--- src/include/bccf_consts.vh ---
// Constants for the battery charge control state machine.
// Assumes inclusion by bare name from the state machine, checker and bench files.
`ifndef BCCF_CONSTS_VH
`define BCCF_CONSTS_VH

// Core clock rate in kHz (10 MHz)
`define BCCF_CLK_KHZ          32'd10000
// Relax delay after a total-timer expiry in fast-charge, in ms
`define BCCF_RELAX_MS         32'd32
`define BCCF_RELAX_W          19
// Same delay in core clock cycles, sized to the relax counter
`define BCCF_RELAX_CYC        19'h4E200

// Charge state machine encodings
`define BCCF_ST_W             3
`define BCCF_ST_SUSPEND       3'h0
`define BCCF_ST_PRECOND       3'h1
`define BCCF_ST_FAST          3'h2
`define BCCF_ST_TOPOFF        3'h3
`define BCCF_ST_EOC           3'h4
`define BCCF_ST_FAULT         3'h5

// Two-bit charge-state code, bit 0 first column, bit 1 second
`define BCCF_CODE_PRECOND     2'h3
`define BCCF_CODE_CHARGING    2'h1
`define BCCF_CODE_EOC         2'h2
`define BCCF_CODE_IDLE        2'h0

// Charge current selection
`define BCCF_CUR_W            3
`define BCCF_CUR_OFF          3'h0
`define BCCF_CUR_BUS_90       3'h1
`define BCCF_CUR_BUS_450      3'h2
`define BCCF_CUR_BUS_PRE_45   3'h3
`define BCCF_CUR_PROG         3'h4
`define BCCF_CUR_PROG_DIV5    3'h5
`define BCCF_CUR_PROG_TENTH   3'h6

// Input current limit selection
`define BCCF_ILIM_W           2
`define BCCF_ILIM_BUS_100     2'h0
`define BCCF_ILIM_BUS_450     2'h1
`define BCCF_ILIM_WALL        2'h2

// Flag slots
`define BCCF_NFLAG            2
`define BCCF_FLAG_INPUT       0
`define BCCF_FLAG_CHARGER     1

`endif

--- src/hw/bccf_charge_fsm.v ---
// Charge control logic of a single-cell linear charger: current mode selection,
// charge state machine, input and end-of-charge event flags.
// Assumes analog comparator results and safety timer expiries arrive synchronous to core_clk.
// Notes on behaviour
// - Rail sag over 200mV reduces charge current
// - Wall select and level high: programmed fast-charge current
// - Wall mode, level low: current divided by five
// - Bus mode: input limit 450 or 100mA
// - Precondition current: bus 45mA, wall one tenth
// - Connect event raises input interrupt when enabled
// - Disconnect event raises input interrupt when enabled
// - Input valid between lockout and overvoltage
// - Input status reads one, clears on read
// - Wall select state bit mirrors select input
// - Cycle starts precondition, moves to fast-charge
// - Precondition timer expiry goes to fault
// - Fast-charge until termination, then top-off
// - Total timeout in fast-charge: EOC, relax, restart
// - Top-off until current low, then EOC
// - Total timeout in top-off: restart on droop
// - EOC high impedance, restart on 205mV droop
// - Suspend on no battery, lockout, overvoltage
// - Manual suspend holds; clearing starts new cycle
// - EOC entry and exit interrupts when enabled
// - EOC flag; charger status clears on read
// - Two-bit charge state code always readable
`timescale 1ns/1ps
`include "bccf_consts.vh"
module bccf_charge_fsm #(
	parameter [`BCCF_RELAX_W-1:0] RELAX_CYCLES = `BCCF_RELAX_CYC // Relax delay in cycles
) (
	input  wire                    core_clk,               // Core clock, 10 MHz
	input  wire                    rst_n,                  // Async reset, active low
	input  wire                    wallSupplySelectIn,     // Wall select above threshold
	input  wire                    chargeLevelIn,          // Charge level input
	input  wire                    inputAboveUvlo,         // Charger input above lockout
	input  wire                    inputAboveOvp,          // Charger input above overvoltage
	input  wire                    batteryPresent,         // Battery detected
	input  wire                    batteryAbovePrecond,    // Cell above precondition threshold
	input  wire                    batteryAtTermination,   // Cell reached termination voltage
	input  wire                    chargeCurrentAtEoc,     // Current fell to end-of-charge level
	input  wire                    batteryBelowRecharge,   // Cell 205mV below termination
	input  wire                    systemRailSagged,       // System rail dropped over 200mV
	input  wire                    precondTimerExpired,    // Precondition timer expired
	input  wire                    totalTimerExpired,      // Total charge timer expired
	input  wire                    manualSuspend,          // Software suspend bit
	input  wire                    inputIrqEn,             // Input interrupt enable
	input  wire                    inputConnectIrqEn,      // Connect event enable
	input  wire                    inputDisconnectIrqEn,   // Disconnect event enable
	input  wire                    chargerIrqEn,           // Charger interrupt enable
	input  wire                    eocEntryIrqEn,          // EOC entry event enable
	input  wire                    eocExitIrqEn,           // EOC exit event enable
	input  wire                    inputIrqStatusRead,     // Read pulse of input status
	input  wire                    chargerIrqStatusRead,   // Read pulse of charger status
	output wire                    inputIrqStatus,         // Input interrupt status flag
	output wire                    chargerIrqStatus,       // Charger interrupt status flag
	output wire                    irqRequest,             // Either status flag pending
	output reg                     inputValidFlag,         // Valid input present
	output reg                     wallSelectState,        // Wall select state bit
	output reg                     eocStateFlag,           // In end-of-charge
	output reg  [1:0]              chargeStateCode,        // Two-bit charge state code
	output reg  [`BCCF_CUR_W-1:0]  chargeCurrentSel,       // Charge current selection
	output reg  [`BCCF_ILIM_W-1:0] inputCurrentLimitSel,   // Input current limit selection
	output reg                     currentReduce,          // Dynamic current reduction active
	output reg                     constantCurrentMode,    // Regulating current
	output reg                     constantVoltageMode,    // Regulating voltage
	output reg                     batteryHighZ,           // Charger off the battery
	output reg                     timeoutFault            // In time-out fault
);
	reg [`BCCF_ST_W-1:0]   state_q;
	reg [`BCCF_ST_W-1:0]   state_d;
	reg                    inputValidPrev_q;
	reg                    relaxPending_q;
	reg                    relaxPending_d;
	reg [`BCCF_RELAX_W-1:0] relaxCnt_q;
	reg [`BCCF_RELAX_W-1:0] relaxCnt_d;
	reg [1:0]              code_d;
	reg [`BCCF_CUR_W-1:0]  cur_d;
	reg [`BCCF_ILIM_W-1:0] ilim_d;

	wire inputValidNow;
	wire suspendCond;
	wire connectEvent;
	wire disconnectEvent;
	wire eocEnter;
	wire eocLeave;
	wire relaxDone;
	wire [`BCCF_NFLAG-1:0] flagSet;
	wire [`BCCF_NFLAG-1:0] flagRead;
	wire [`BCCF_NFLAG-1:0] flagOut;

	assign inputValidNow = inputAboveUvlo & ~inputAboveOvp;
	assign suspendCond = ~batteryPresent | ~inputValidNow | manualSuspend;

	// Edge of the present validity against its registered copy, so one event per change
	assign connectEvent = inputValidNow & ~inputValidPrev_q;
	assign disconnectEvent = ~inputValidNow & inputValidPrev_q;
	assign eocEnter = (state_d == `BCCF_ST_EOC) && (state_q != `BCCF_ST_EOC);
	assign eocLeave = (state_d != `BCCF_ST_EOC) && (state_q == `BCCF_ST_EOC);
	assign relaxDone = relaxPending_q && (relaxCnt_q >= RELAX_CYCLES - 1'b1);

	assign flagSet[`BCCF_FLAG_INPUT] = inputIrqEn & ((connectEvent & inputConnectIrqEn) |
		(disconnectEvent & inputDisconnectIrqEn));
	assign flagSet[`BCCF_FLAG_CHARGER] = chargerIrqEn & ((eocEnter & eocEntryIrqEn) |
		(eocLeave & eocExitIrqEn));
	assign flagRead[`BCCF_FLAG_INPUT] = inputIrqStatusRead;
	assign flagRead[`BCCF_FLAG_CHARGER] = chargerIrqStatusRead;

	genvar gi;
	generate
		for (gi = 0; gi < `BCCF_NFLAG; gi = gi + 1) begin : gFlag
			bccf_event_flag uFlag (
				.core_clk   (core_clk),
				.rst_n      (rst_n),
				.setEvent   (flagSet[gi]),
				.readStrobe (flagRead[gi]),
				.flag       (flagOut[gi])
			);
		end
	endgenerate

	assign inputIrqStatus = flagOut[`BCCF_FLAG_INPUT];
	assign chargerIrqStatus = flagOut[`BCCF_FLAG_CHARGER];
	assign irqRequest = |flagOut;

	// Next state
	always @* begin
		state_d = state_q;
		relaxPending_d = relaxPending_q;
		relaxCnt_d = relaxCnt_q;
		if (relaxPending_q)
			relaxCnt_d = relaxCnt_q + 1'b1;
		case (state_q)
			`BCCF_ST_SUSPEND: begin
				state_d = `BCCF_ST_PRECOND;
			end
			`BCCF_ST_PRECOND: begin
				if (batteryAbovePrecond)
					state_d = `BCCF_ST_FAST;
				else if (precondTimerExpired)
					state_d = `BCCF_ST_FAULT;
			end
			`BCCF_ST_FAST: begin
				if (batteryAtTermination)
					state_d = `BCCF_ST_TOPOFF;
				else if (totalTimerExpired) begin
					state_d = `BCCF_ST_EOC;
					relaxPending_d = 1'b1;
					relaxCnt_d = {`BCCF_RELAX_W{1'b0}};
				end
			end
			`BCCF_ST_TOPOFF: begin
				if (chargeCurrentAtEoc || totalTimerExpired)
					state_d = `BCCF_ST_EOC;
			end
			`BCCF_ST_EOC: begin
				if (relaxPending_q) begin
					if (relaxDone) begin
						state_d = `BCCF_ST_PRECOND;
						relaxPending_d = 1'b0;
					end
				end else if (batteryBelowRecharge)
					state_d = `BCCF_ST_PRECOND;
			end
			`BCCF_ST_FAULT: begin
				// Only a suspend condition leaves the fault
				state_d = `BCCF_ST_FAULT;
			end
			default: begin
				state_d = `BCCF_ST_SUSPEND;
			end
		endcase
		if (suspendCond) begin
			state_d = `BCCF_ST_SUSPEND;
			relaxPending_d = 1'b0;
		end
	end

	// Output decode of the next state, registered below
	always @* begin
		case (state_d)
			`BCCF_ST_PRECOND: code_d = `BCCF_CODE_PRECOND;
			`BCCF_ST_FAST:    code_d = `BCCF_CODE_CHARGING;
			`BCCF_ST_TOPOFF:  code_d = `BCCF_CODE_CHARGING;
			`BCCF_ST_EOC:     code_d = `BCCF_CODE_EOC;
			default:          code_d = `BCCF_CODE_IDLE;
		endcase
	end

	always @* begin
		if (wallSupplySelectIn)
			ilim_d = `BCCF_ILIM_WALL;
		else if (chargeLevelIn)
			ilim_d = `BCCF_ILIM_BUS_450;
		else
			ilim_d = `BCCF_ILIM_BUS_100;
		case (state_d)
			`BCCF_ST_PRECOND: begin
				if (wallSupplySelectIn)
					cur_d = `BCCF_CUR_PROG_TENTH;
				else
					cur_d = `BCCF_CUR_BUS_PRE_45;
			end
			`BCCF_ST_FAST, `BCCF_ST_TOPOFF: begin
				if (wallSupplySelectIn && chargeLevelIn)
					cur_d = `BCCF_CUR_PROG;
				else if (wallSupplySelectIn)
					cur_d = `BCCF_CUR_PROG_DIV5;
				else if (chargeLevelIn)
					cur_d = `BCCF_CUR_BUS_450;
				else
					cur_d = `BCCF_CUR_BUS_90;
			end
			default: begin
				cur_d = `BCCF_CUR_OFF;
			end
		endcase
	end

	always @(posedge core_clk or negedge rst_n) begin
		if (!rst_n) begin
			state_q <= `BCCF_ST_SUSPEND;
			relaxPending_q <= 1'b0;
			relaxCnt_q <= {`BCCF_RELAX_W{1'b0}};
			inputValidPrev_q <= 1'b0;
			inputValidFlag <= 1'b0;
			wallSelectState <= 1'b0;
			eocStateFlag <= 1'b0;
			chargeStateCode <= `BCCF_CODE_IDLE;
			chargeCurrentSel <= `BCCF_CUR_OFF;
			inputCurrentLimitSel <= `BCCF_ILIM_BUS_100;
			currentReduce <= 1'b0;
			constantCurrentMode <= 1'b0;
			constantVoltageMode <= 1'b0;
			batteryHighZ <= 1'b1;
			timeoutFault <= 1'b0;
		end else begin
			state_q <= state_d;
			relaxPending_q <= relaxPending_d;
			relaxCnt_q <= relaxCnt_d;
			inputValidPrev_q <= inputValidNow;
			inputValidFlag <= inputValidNow;
			wallSelectState <= wallSupplySelectIn;
			eocStateFlag <= (state_d == `BCCF_ST_EOC);
			chargeStateCode <= code_d;
			chargeCurrentSel <= cur_d;
			inputCurrentLimitSel <= ilim_d;
			// Reduction only matters while current flows into the cell
			currentReduce <= systemRailSagged && (cur_d != `BCCF_CUR_OFF);
			constantCurrentMode <= (state_d == `BCCF_ST_PRECOND) || (state_d == `BCCF_ST_FAST);
			constantVoltageMode <= (state_d == `BCCF_ST_TOPOFF);
			batteryHighZ <= (cur_d == `BCCF_CUR_OFF);
			timeoutFault <= (state_d == `BCCF_ST_FAULT);
		end
	end
endmodule // bccf_charge_fsm

--- src/hw/bccf_event_flag.v ---
// Sticky event flag that clears when its status is read.
// Assumes set and read strobes are one-cycle pulses on core_clk.
`timescale 1ns/1ps
module bccf_event_flag (
	input  wire core_clk,   // Core clock
	input  wire rst_n,      // Async reset, active low
	input  wire setEvent,   // Event pulse
	input  wire readStrobe, // Status read pulse, clears flag
	output wire flag        // Sticky flag level
);
	reg flag_q;
	reg flag_d;

	// A set in the read cycle survives, so no event is lost
	always @* begin
		flag_d = flag_q;
		if (readStrobe)
			flag_d = 1'b0;
		if (setEvent)
			flag_d = 1'b1;
	end

	always @(posedge core_clk or negedge rst_n) begin
		if (!rst_n)
			flag_q <= 1'b0;
		else
			flag_q <= flag_d;
	end

	assign flag = flag_q;
endmodule // bccf_event_flag

--- config.mk ---
export PLATFORM = sky130hd
export DESIGN_NAME = bccf_charge_fsm
export DESIGN_NICKNAME = d
export VERILOG_FILES = /design/src/hw/bccf_charge_fsm.v /design/src/hw/bccf_event_flag.v
export VERILOG_INCLUDE_DIRS = /design/src /design/src/include
export SDC_FILE = /design/constraint.sdc
export NUM_CORES = 1
export LEC_CHECK = 0
export BUFFER_PORTS_ARGS = -buffer_cell sky130_fd_sc_hd__buf_2
export CORE_ASPECT_RATIO = 1.4
export CORE_MARGIN = 2
export CORE_UTILIZATION = 58
export DETAILED_ROUTE_END_ITERATION = 10
export PLACE_DENSITY = 0.84
export SLEW_MARGIN = 20
export SYNTH_ARGS = -nofsm -noshare
export SYNTH_HDL_FRONTEND = slang
export SYNTH_HIERARCHICAL = 1
export SYNTH_SLANG_ARGS = --single-unit
--- constraint.sdc ---
create_clock -name core_clk -period 4.6 [get_ports core_clk]
set_input_delay 0.23 -clock core_clk [delete_from_list [all_inputs] [get_ports core_clk]]
set_output_delay 0.23 -clock core_clk [all_outputs]
set_load 0.005 [all_outputs]
==> results of run 1 <==
stage by stage:
stage | hold WS [ns] | power (mW) | cell area (µm²) | util
after floorplan | -0.0656 | 0.389 | 1910 | -
after global placement | 0.371 | 0.413 | 2140 | 0.684
after detailed placement | 0.379 | 0.416 | 2140 | 0.684
after CTS | 0.0701 | 0.749 | 2270 | 0.727
final | 0.0435 | 0.742 | 2270 | 0.727
after global routing | 0.0752 | 0.770 | 2270 | 0.727
how the worst max path moves through the flow:
stage	startpoint	endpoint	slack, ns	cells past startpoint
after detailed placement	state_q[1]	gFlag[1].uFlag/flag	2.45	8
after global placement	state_q[1]	gFlag[1].uFlag/flag	2.51	8
after global routing	relaxCnt_q[0]	gFlag[1].uFlag/flag	2.31	8
after CTS	state_q[1]	gFlag[1].uFlag/flag	2.44	8
final	state_q[1]	gFlag[1].uFlag/flag	2.42	8
after floorplan	state_q[2]	gFlag[1].uFlag/flag	2.69	7
layout by cell type (no fill, tap or decap), types with 5 or more instances in the layout:
| master | synthesis | final |
|---|---|---|
| a21oi_1 | 9 | 9 |
| nand2_1 | 17 | 17 |
| clkbuf_8 | 0 | 5 |
| inv_1 | 9 | 9 |
| xor2_1 | 11 | 11 |
| nor2b_1 | 5 | 5 |
| dfrtp_1 | 38 | 38 |
| buf_2 | 1 | 40 |
| nand3_1 | 10 | 10 |
| o21ai_0 | 8 | 8 |
| nor2_1 | 31 | 31 |
layer usage:
metal / share of wire / routed length [µm] / track usage / up-vias
li1: - / - / - / 749
met1: 0.38 / 1490 / 0.257 / 750
met2: 0.57 / 2250 / 0.436 / 33
met3: 0.039 / 156 / 0.0597 / 8
met4: 0.015 / 59 / 0.0883 / 0
met5: 0 / 0 / 0 / -
state kept, by name, indices dropped and copies added, names as in the netlist:
name / flops
state_q: 3
batteryHighZ: 1
eocStateFlag: 1
inputValidPrev_q: 1
constantCurrentMode: 1
constantVoltageMode: 1
chargeCurrentSel: 3
inputCurrentLimitSel: 2
gFlag.uFlag/flag: 2
currentReduce: 1
chargeStateCode: 2
relaxPending_q: 1
timeoutFault: 1
relaxCnt_q: 19
logic make-up after synthesis:
group | after synthesis | synth area share
fa+ha+maj | 1 | 0.00654
flops | 39 | 0.511
mux | 1 | 0.00524
buf+inv | 15 | 0.0340
xor+xnor | 15 | 0.0687
simple gates | 90 | 0.245
compound gates | 35 | 0.130
cells in the mapped netlist, types with 2 or more instances:
| library cell | instances |
|---|---|
| dfrtp_1 | 38 |
| xnor2_1 | 4 |
| inv_1 | 9 |
| nor3_1 | 3 |
| and3_1 | 3 |
| nand3_1 | 10 |
| nor2_1 | 31 |
| a21boi_0 | 2 |
| buf_4 | 2 |
| nand4_1 | 3 |
| o21ai_0 | 8 |
| xor2_1 | 11 |
| nor3b_1 | 2 |
| nand2_1 | 17 |
| clkbuf_1 | 3 |
| or3_1 | 4 |
| a21oi_1 | 9 |
| o31ai_1 | 2 |
| and2_1 | 3 |
| nor2b_1 | 5 |
| a21o_1 | 2 |
| o21a_1 | 2 |
| nand2b_1 | 3 |
power groups by stage:
stage               Combinational (mW)  Sequential, mW  Clock [mW]
detailed placement              0.0506           0.365           0
global placement                0.0486           0.365           0
global route                    0.0572           0.360       0.353
CTS                             0.0511           0.358       0.339
finish                          0.0503           0.359       0.333
floorplan                       0.0240           0.365           0
area by class of cell:
class	instances	area [µm²]	share of cell area
Tap cell	39	48.8	0.0215
Clock inverter	2	60.1	0.0265
Multi-Input combinational cell	142	870	0.383
Timing Repair Buffer	41	208	0.0915
Sequential cell	39	977	0.431
Clock buffer	6	72.6	0.0320
Inverter	9	33.8	0.0149
==> flow_metrics.env, run 1 <==
export IMPL_path_cells="nand2b_2 -> nor4b_2 -> buf_4 -> a221o_1 -> a311oi_4 -> nand3b_4 -> o32ai_2 -> a21o_1"
export IMPL_crit_type="flop to flop"
export IMPL_worst_r2r_path_depth=8
export IMPL_drc_errors=0
export IMPL_htree_levels=2
export IMPL_crit_path_end_kind="flop"
export IMPL_clk_latency_ns=0.29
export IMPL_drive_above_1_share=0.234
export IMPL_dieArea_um2=3780
export IMPL_overflow=0
export IMPL_drt_total_wl_mm=3.95
export IMPL_critPathLaunchType="flop"
export IMPL_firstDrtPassIters=4
export IMPL_clkPwrFrac=0.449
export IMPL_synth_seq_cells=39
export IMPL_wl_per_cell_um=14.2
export IMPL_relSlewSlack=0.426
export IMPL_num_rows=24
export IMPL_r2r_end="gFlag[1].uFlag/flag"
export IMPL_finalWorstSetupSlack_ns=2.42
export IMPL_slowest_delay_ns=0.49
export IMPL_cts_made_buffers=5
export IMPL_critPathTopFamily="compound AO/OA/AOI/OAI gates"
export IMPL_leakagePower_nw=1.07
export IMPL_maxCapViolCount=0
export IMPL_design_core_area_um2=3120
export IMPL_gp_congestion=0.887
export IMPL_hold_violations=0
export IMPL_grt_max_degree=40
export IMPL_ys_flop_type="dfrtp_1"
export IMPL_worst_slew_pin_slew_ns=0.861
export IMPL_cp_num_buf_inv=1
export IMPL_die_h_um=71.9
export IMPL_area_growth_syn_to_layout_pct=18.7
export IMPL_cp_max_fo=21
export IMPL_dp_hpwl_mm=2.86
export IMPL_tns_ns=0
export IMPL_status="completed"
export IMPL_period_minus_slack_ns=2.18
export IMPL_setup_viol_count_final=0
export IMPL_pin_count=41
export IMPL_comb_power_share=0.068
export IMPL_netSwitchingPower_mw=0.152
export IMPL_p_per_area_nw_per_um2=327
export IMPL_cp_arrival_ns=2.36
export IMPL_synthCells=196
export IMPL_nNetsFinal=262
export IMPL_p_sw_frac=0.205
export IMPL_placedCellCount=270
export IMPL_io_buffers=40
export IMPL_synthDistinctLibCells=43
export IMPL_syn_num_nets=220
export IMPL_post_cts_buffers=0
export IMPL_slew_violations=0
export IMPL_power_internal_mw=0.590
export IMPL_numClockSinks=39
export IMPL_ff2ff_setup_slack_ns=2.42
export IMPL_grt_pass1_wl_mm=6.71
export IMPL_yosysWarnings=6
export IMPL_fin_crit_sh=0.474
export IMPL_ys_seq_area_frac=0.511
export IMPL_yosysTopAreaCell="dfrtp_1"
export IMPL_grt_pass1_vias=1592
export IMPL_cp_required_ns=4.78
export IMPL_num_fill_cells=249
export IMPL_yosys_top_cells_area="dfrtp_1 50%, nor2_1 6.1%, xor2_1 5.0%, nand2_1 3.3%, nand3_1 2.6%"
export IMPL_n_antenna_cell=0
export IMPL_finalClockSkew_ns=0.00908
export IMPL_die_w_um=52.5
export IMPL_p_seq_frac=0.483
export IMPL_max_clock_freq_mhz=458
export IMPL_groute_usage_overall=0.239
export IMPL_critical_path_slowest_cell="dfrtp_1"
export IMPL_timing_rr_start="state_q[1]"
export IMPL_async_flop_share=1.00
export IMPL_synth_top_cell_area_share=0.497
export IMPL_vias_per_cell=5.54
export IMPL_vias=1540
export IMPL_cts_tree="built"
export IMPL_initial_utilization=0.612
export IMPL_synth_edf_count=0
export IMPL_drt_iter0_drc=35
export IMPL_synth_avg_cell_area_um2=9.75
export IMPL_antenna_found_initial=0
export IMPL_hold_buffers=0
export IMPL_min_path_type="primary input to asynchronous set/reset pin"
export IMPL_clkTransAtPathRegs_ns=0.08
export IMPL_peakVddDrop_mv=0.266
export IMPL_rsz0062_at_grt="no"
export IMPL_syn_cell_area_um2=1910
export IMPL_cts_buffer_depth=2
export IMPL_ctsResizeCount=0
export IMPL_pre_cts_ws_ns=2.45
export IMPL_instances_no_fill=278
export IMPL_cts_root_buf="clkbuf_8"
export IMPL_drtAntennaViolNets=0
(Power assumes the default switching activity.)
==> inputs of run 2 (changes only) <==
CORE_UTILIZATION = 48   (was 58)
PLACE_DENSITY = 0.74   (was 0.84)
clock period = 2 ns   (was 4.6 ns; I/O delays follow)
==> flow_metrics.env, run 2 (same netlist as run 1, synthesis figures left out) <==
export IMPL_clkPwrFrac=0.416
export IMPL_instances_no_fill=294
export IMPL_io_buffers=40
export IMPL_initial_utilization=0.492
export IMPL_crit_path_end_kind="flop"
export IMPL_power_internal_mw=1.27
export IMPL_dieArea_um2=4510
export IMPL_most_common_layout_cells="40 x buf_2, 37 x dfrtp_1, 29 x nor2_1"
export IMPL_final_common_cell="buf_2"
export IMPL_crit_type="flop to flop"
export IMPL_hp_start="systemRailSagged"
export IMPL_grt_max_degree=40
export IMPL_nNetsFinal=274
export IMPL_critPathLaunchType="flop"
export IMPL_antenna_found_initial=0
export IMPL_drt_total_wl_mm=3.79
export IMPL_reg_largest_list="relaxCnt_q (19), chargeCurrentSel (3), state_q (3)"
export IMPL_die_w_um=57.3
export IMPL_worst_r2r_path_depth=7
export IMPL_netSwitchingPower_mw=0.352
export IMPL_hold_depth=2
export IMPL_path_cells="nor2_2 -> a21boi_0 -> a221o_1 -> a311oi_4 -> nand3b_4 -> o32ai_2 -> a21o_1"
export IMPL_cts_made_buffers=5
export IMPL_finalClockSkew_ns=0.00813
export IMPL_period_minus_slack_ns=1.88
export IMPL_clk_latency_ns=0.30
export IMPL_cts_buffer_depth=2
export IMPL_overflow=0
export IMPL_die_h_um=78.7
export IMPL_gp_congestion=0.777
export IMPL_slowest_delay_ns=0.47
export IMPL_largest_register_ff_count=19
export IMPL_timing_rr_start="state_q[1]"
export IMPL_tns_ns=0
export IMPL_p_sw_frac=0.217
export IMPL_groute_usage_overall=0.179
export IMPL_rsz0062_at_grt="no"
export IMPL_hold_violations=0
export IMPL_drc_errors=0
export IMPL_critical_path_slowest_cell="dfrtp_2"
export IMPL_pin_count=41
export IMPL_cp_max_fo=7
export IMPL_numClockSinks=39
export IMPL_wl_per_cell_um=12.9
export IMPL_comb_power_share=0.076
export IMPL_vias_per_cell=5.36
export IMPL_firstDrtPassIters=4
export IMPL_maxCapViolCount=0
export IMPL_max_clock_freq_mhz=531
export IMPL_drt_iter0_drc=36
export IMPL_vias=1575
export IMPL_grt_pass1_vias=1471
export IMPL_status="completed"
export IMPL_htree_levels=2
export IMPL_fin_crit_sh=0.941
export IMPL_cp_required_ns=2.19
export IMPL_p_seq_frac=0.508
export IMPL_p_per_area_nw_per_um2=684
export IMPL_slew_violations=0
export IMPL_grt_pass1_wl_mm=6.22
export IMPL_cp_arrival_ns=2.07
export IMPL_worst_slew_pin_slew_ns=0.829
export IMPL_fin_area_um2=2370
export IMPL_clkTransAtPathRegs_ns=0.08
export IMPL_dp_hpwl_mm=2.77
export IMPL_placedCellCount=283
export IMPL_drive_above_1_share=0.287
export IMPL_ff2ff_setup_slack_ns=0.12
export IMPL_area_growth_syn_to_layout_pct=24.0
export IMPL_cts_root_buf="clkbuf_8"
export IMPL_dpl_cell_area_um2=2210
export IMPL_design_core_area_um2=3880
export IMPL_num_rows=27
export IMPL_cts_tree="built"
export IMPL_n_antenna_cell=0
export IMPL_peakVddDrop_mv=0.572
export IMPL_relSlewSlack=0.447
export IMPL_min_path_type="primary input to flop"
export IMPL_largest_register="relaxCnt_q"
export IMPL_r2r_end="gFlag[1].uFlag/flag"
export IMPL_drtAntennaViolNets=0
export IMPL_leakagePower_nw=1.13
export IMPL_holdPathEnd="currentReduce"
export IMPL_setup_viol_count_final=0
## run 2: layout make-up
cell class              count  area [µm²]
clock buffers               6        82.6
clock inverters             2        35.0
fillers                   341        1510
inverters                   9        33.8
multi-input cells         142         885
flip-flops and latches     39         978
well taps                  43        53.8
repair buffers             53         303
## run 2: worst max-delay path by stage
stage,depth (start not counted),slack [ns],to,startpoint
after floorplan,7,0.09,gFlag[1].uFlag/flag,state_q[2]
after detailed placement,7,0.04,gFlag[1].uFlag/flag,state_q[1]
after global routing,7,0.01,gFlag[1].uFlag/flag,relaxCnt_q[2]
final,7,0.12,gFlag[1].uFlag/flag,state_q[1]
after CTS,7,0.04,gFlag[1].uFlag/flag,state_q[1]
after global placement,8,0.08,gFlag[1].uFlag/flag,relaxCnt_q[0]
## run 2: metrics by stage
| stage | setup WS, ns | total power, mW | util | hold slack (ns) |
|---|---|---|---|---|
| 2_1_floorplan | 0.0917 | 0.894 | - | -0.196 |
| 3_3_place_gp | 0.0818 | 0.955 | 0.569 | 0.248 |
| 3_5_place_dp | 0.0407 | 0.958 | 0.569 | 0.251 |
| 4_1_cts | 0.0355 | 1.63 | 0.604 | 0.00297 |
| 5_1_grt | 0.0137 | 1.69 | 0.610 | 0.0165 |
| 6_report | 0.117 | 1.62 | 0.610 | 0.00308 |
## run 2: timing repair
action,CTS,global route
resized for setup,0,5
endpoints found under the setup margin,0,4
buffers inserted,0,1
endpoints found under the hold margin,39,0
hold buffers,2,0
## run 2: worst max-delay path: cells and delay by family (launching register included)
family / cells / cell delay, ns
flip-flops: 1 / 0.47
AND/OR/NAND/NOR: 2 / 0.35
AO/OA/AOI/OAI: 5 / 0.95
## run 2: power by group through the flow
stage,clock [mW],combinational (mW),sequential (mW)
6_report,0.674,0.123,0.824
3_3_place_gp,0,0.117,0.838
4_1_cts,0.685,0.123,0.824
5_1_grt,0.724,0.138,0.826
2_1_floorplan,0,0.0553,0.839
3_5_place_dp,0,0.120,0.839
## run 2: layer usage
metal  up-vias  GRT usage  part of all wire
met5         -          0                 0
met4         0     0.0953             0.021
met3         8     0.0428             0.042
met2        38      0.318              0.54
met1       755      0.189              0.39
li1        774          -                 -
==> inputs of run 3 (changes only) <==
CORE_MARGIN = 5   (was 2)
==> flow_metrics.env, run 3 (same netlist as run 1, synthesis figures left out) <==
export IMPL_n_antenna_cell=0
export IMPL_dp_hpwl_mm=3.06
export IMPL_io_buffers=40
export IMPL_top_layer="met4"
export IMPL_die_w_um=63.3
export IMPL_gp_congestion=0.802
export IMPL_dieArea_um2=5360
export IMPL_critPathLaunchType="flop"
export IMPL_total_power_mw=1.53
export IMPL_drive_above_1_share=0.295
export IMPL_status="completed"
export IMPL_slew_violations=0
export IMPL_cts_made_buffers=5
export IMPL_worst_r2r_path_depth=7
export IMPL_drc_errors=0
export IMPL_drt_iter0_drc=54
export IMPL_tns_ns=0
export IMPL_clk_latency_ns=0.29
export IMPL_reg_largest_list="relaxCnt_q (19), chargeCurrentSel (3), state_q (3)"
export IMPL_ff2ff_setup_slack_ns=0.12
export IMPL_peakVddDrop_mv=0.565
export IMPL_pin_count=41
export IMPL_relSlewSlack=0.434
export IMPL_drt_total_wl_mm=4.09
export IMPL_hp_start="chargeLevelIn"
export IMPL_vias_per_cell=5.26
export IMPL_nNetsFinal=277
export IMPL_finalClockSkew_ns=0.00403
export IMPL_hold_violations=0
export IMPL_setup_viol_count_final=0
export IMPL_timing_rr_start="state_q[1]"
export IMPL_vias=1562
export IMPL_holdPathEnd="chargeCurrentSel[0]"
export IMPL_largest_register="relaxCnt_q"
export IMPL_p_per_area_nw_per_um2=641
export IMPL_leakagePower_nw=1.13
export IMPL_slowest_delay_ns=0.43
export IMPL_grt_pass1_vias=1640
export IMPL_largest_register_ff_count=19
export IMPL_num_fill_cells=347
export IMPL_hold_depth=2
export IMPL_dr_wl_met3_um=222
export IMPL_cts_root_buf="clkbuf_8"
export IMPL_r2r_end="gFlag[1].uFlag/flag"
export IMPL_num_rows=27
export IMPL_min_path_type="primary input to flop"
export IMPL_period_minus_slack_ns=1.88
export IMPL_die_h_um=84.7
export IMPL_cp_max_fo=5
export IMPL_path_cells="buf_4 -> o21ai_1 -> a221o_1 -> a311oi_4 -> nand3b_4 -> o32ai_2 -> a21o_1"
export IMPL_maxCapViolCount=0
export IMPL_fin_crit_sh=0.939
export IMPL_grt_pass1_wl_mm=7.13
export IMPL_cts_buffer_depth=2
export IMPL_design_core_area_um2=3880
export IMPL_overflow=0
export IMPL_initial_utilization=0.492
export IMPL_crit_path_end_kind="flop"
export IMPL_numClockSinks=39
export IMPL_cp_arrival_ns=2.06
export IMPL_htree_levels=2
export IMPL_most_common_layout_cells="40 x buf_2, 36 x dfrtp_1, 29 x nor2_1"
export IMPL_wl_per_cell_um=13.8
export IMPL_antenna_found_initial=0
export IMPL_cp_required_ns=2.18
export IMPL_crit_type="flop to flop"
export IMPL_area_growth_syn_to_layout_pct=24.6
export IMPL_wl_met2_mm=2.33
export IMPL_firstDrtPassIters=4
export IMPL_groute_usage_overall=0.165
export IMPL_clkTransAtPathRegs_ns=0.07
export IMPL_critical_path_slowest_cell="dfrtp_2"
export IMPL_wl_met1_mm=1.40
export IMPL_drtAntennaViolNets=0
export IMPL_max_clock_freq_mhz=532
export IMPL_grt_max_degree=40
export IMPL_final_common_cell="buf_2"
export IMPL_worst_slew_pin_slew_ns=0.849
export IMPL_cts_tree="built"
[run 3: changes by cell type in the layout (fill, tap and decap cells not counted), sizes merged]
cell and change:
buf +3, bufinv -1, clkinv -1, clkbuf +2
[run 3: report_power, final]
group / total, mW / internal, mW / switching (mW)
Combinational: 0.128 / 0.0600 / 0.0684
Clock: 0.575 / 0.315 / 0.260
Sequential: 0.825 / 0.808 / 0.0161
Total: 1.53 / 1.18 / 0.345
[run 3: layout make-up]
| class | instances | area (µm²) | share of cell area |
|---|---|---|---|
| Sequential cell | 39 | 980 | 0.411 |
| Multi-Input combinational cell | 142 | 890 | 0.373 |
| Timing Repair Buffer | 56 | 325 | 0.137 |
| Clock buffer | 8 | 100 | 0.0420 |
| Tap cell | 43 | 53.8 | 0.0226 |
| Inverter | 9 | 33.8 | 0.0142 |
[run 3: routing by layer]
metal | vias to the layer above | GRT usage
li1 | 772 | -
met1 | 740 | 0.168
met2 | 39 | 0.304
met3 | 11 | 0.0469
met4 | 0 | 0.0756
met5 | - | 0
[run 3: critical path: cells and delay by family, from the launching register on]
family | cells | cell delay [ns]
compound gates | 5 | 0.99
flops | 1 | 0.43
simple gates | 1 | 0.21
buf+inv | 1 | 0.14
[run 3: metrics by stage]
step | hold slack, ns | setup WS [ns] | instance area, µm² | cells | utilization
finish | 0.0100 | 0.122 | 2380 | 297 | 0.613
global route | 0.0139 | -0.0222 | 2380 | 297 | 0.613
CTS | 0.00202 | 0.0164 | 2340 | 294 | 0.603
detailed placement | 0.249 | -0.00464 | 2220 | 284 | 0.571
global placement | 0.247 | 0.0594 | 2220 | 284 | 0.571
floorplan | -0.196 | 0.0917 | 1910 | 196 | -
[run 3: how the worst max path moves through the flow]
stage,startpoint,to,slack [ns],cells after the start
after global placement,state_q[1],gFlag[1].uFlag/flag,0.06,7
after global routing,relaxCnt_q[2],relaxCnt_q[18],-0.02,7
after detailed placement,state_q[1],gFlag[1].uFlag/flag,-0.005,7
final,state_q[1],gFlag[1].uFlag/flag,0.12,7
after CTS,state_q[1],gFlag[1].uFlag/flag,0.02,7
after floorplan,state_q[2],gFlag[1].uFlag/flag,0.09,7
[run 3: repair_timing]
action | in CTS | in global routing
resized for setup | 2 | 5
pin swaps | 0 | 3
buffers inserted | 0 | 3
hold buffers | 2 | 0
setup endpoints to repair | 1 | 2
cloned | 0 | 0
endpoints found under the hold margin | 39 | 0
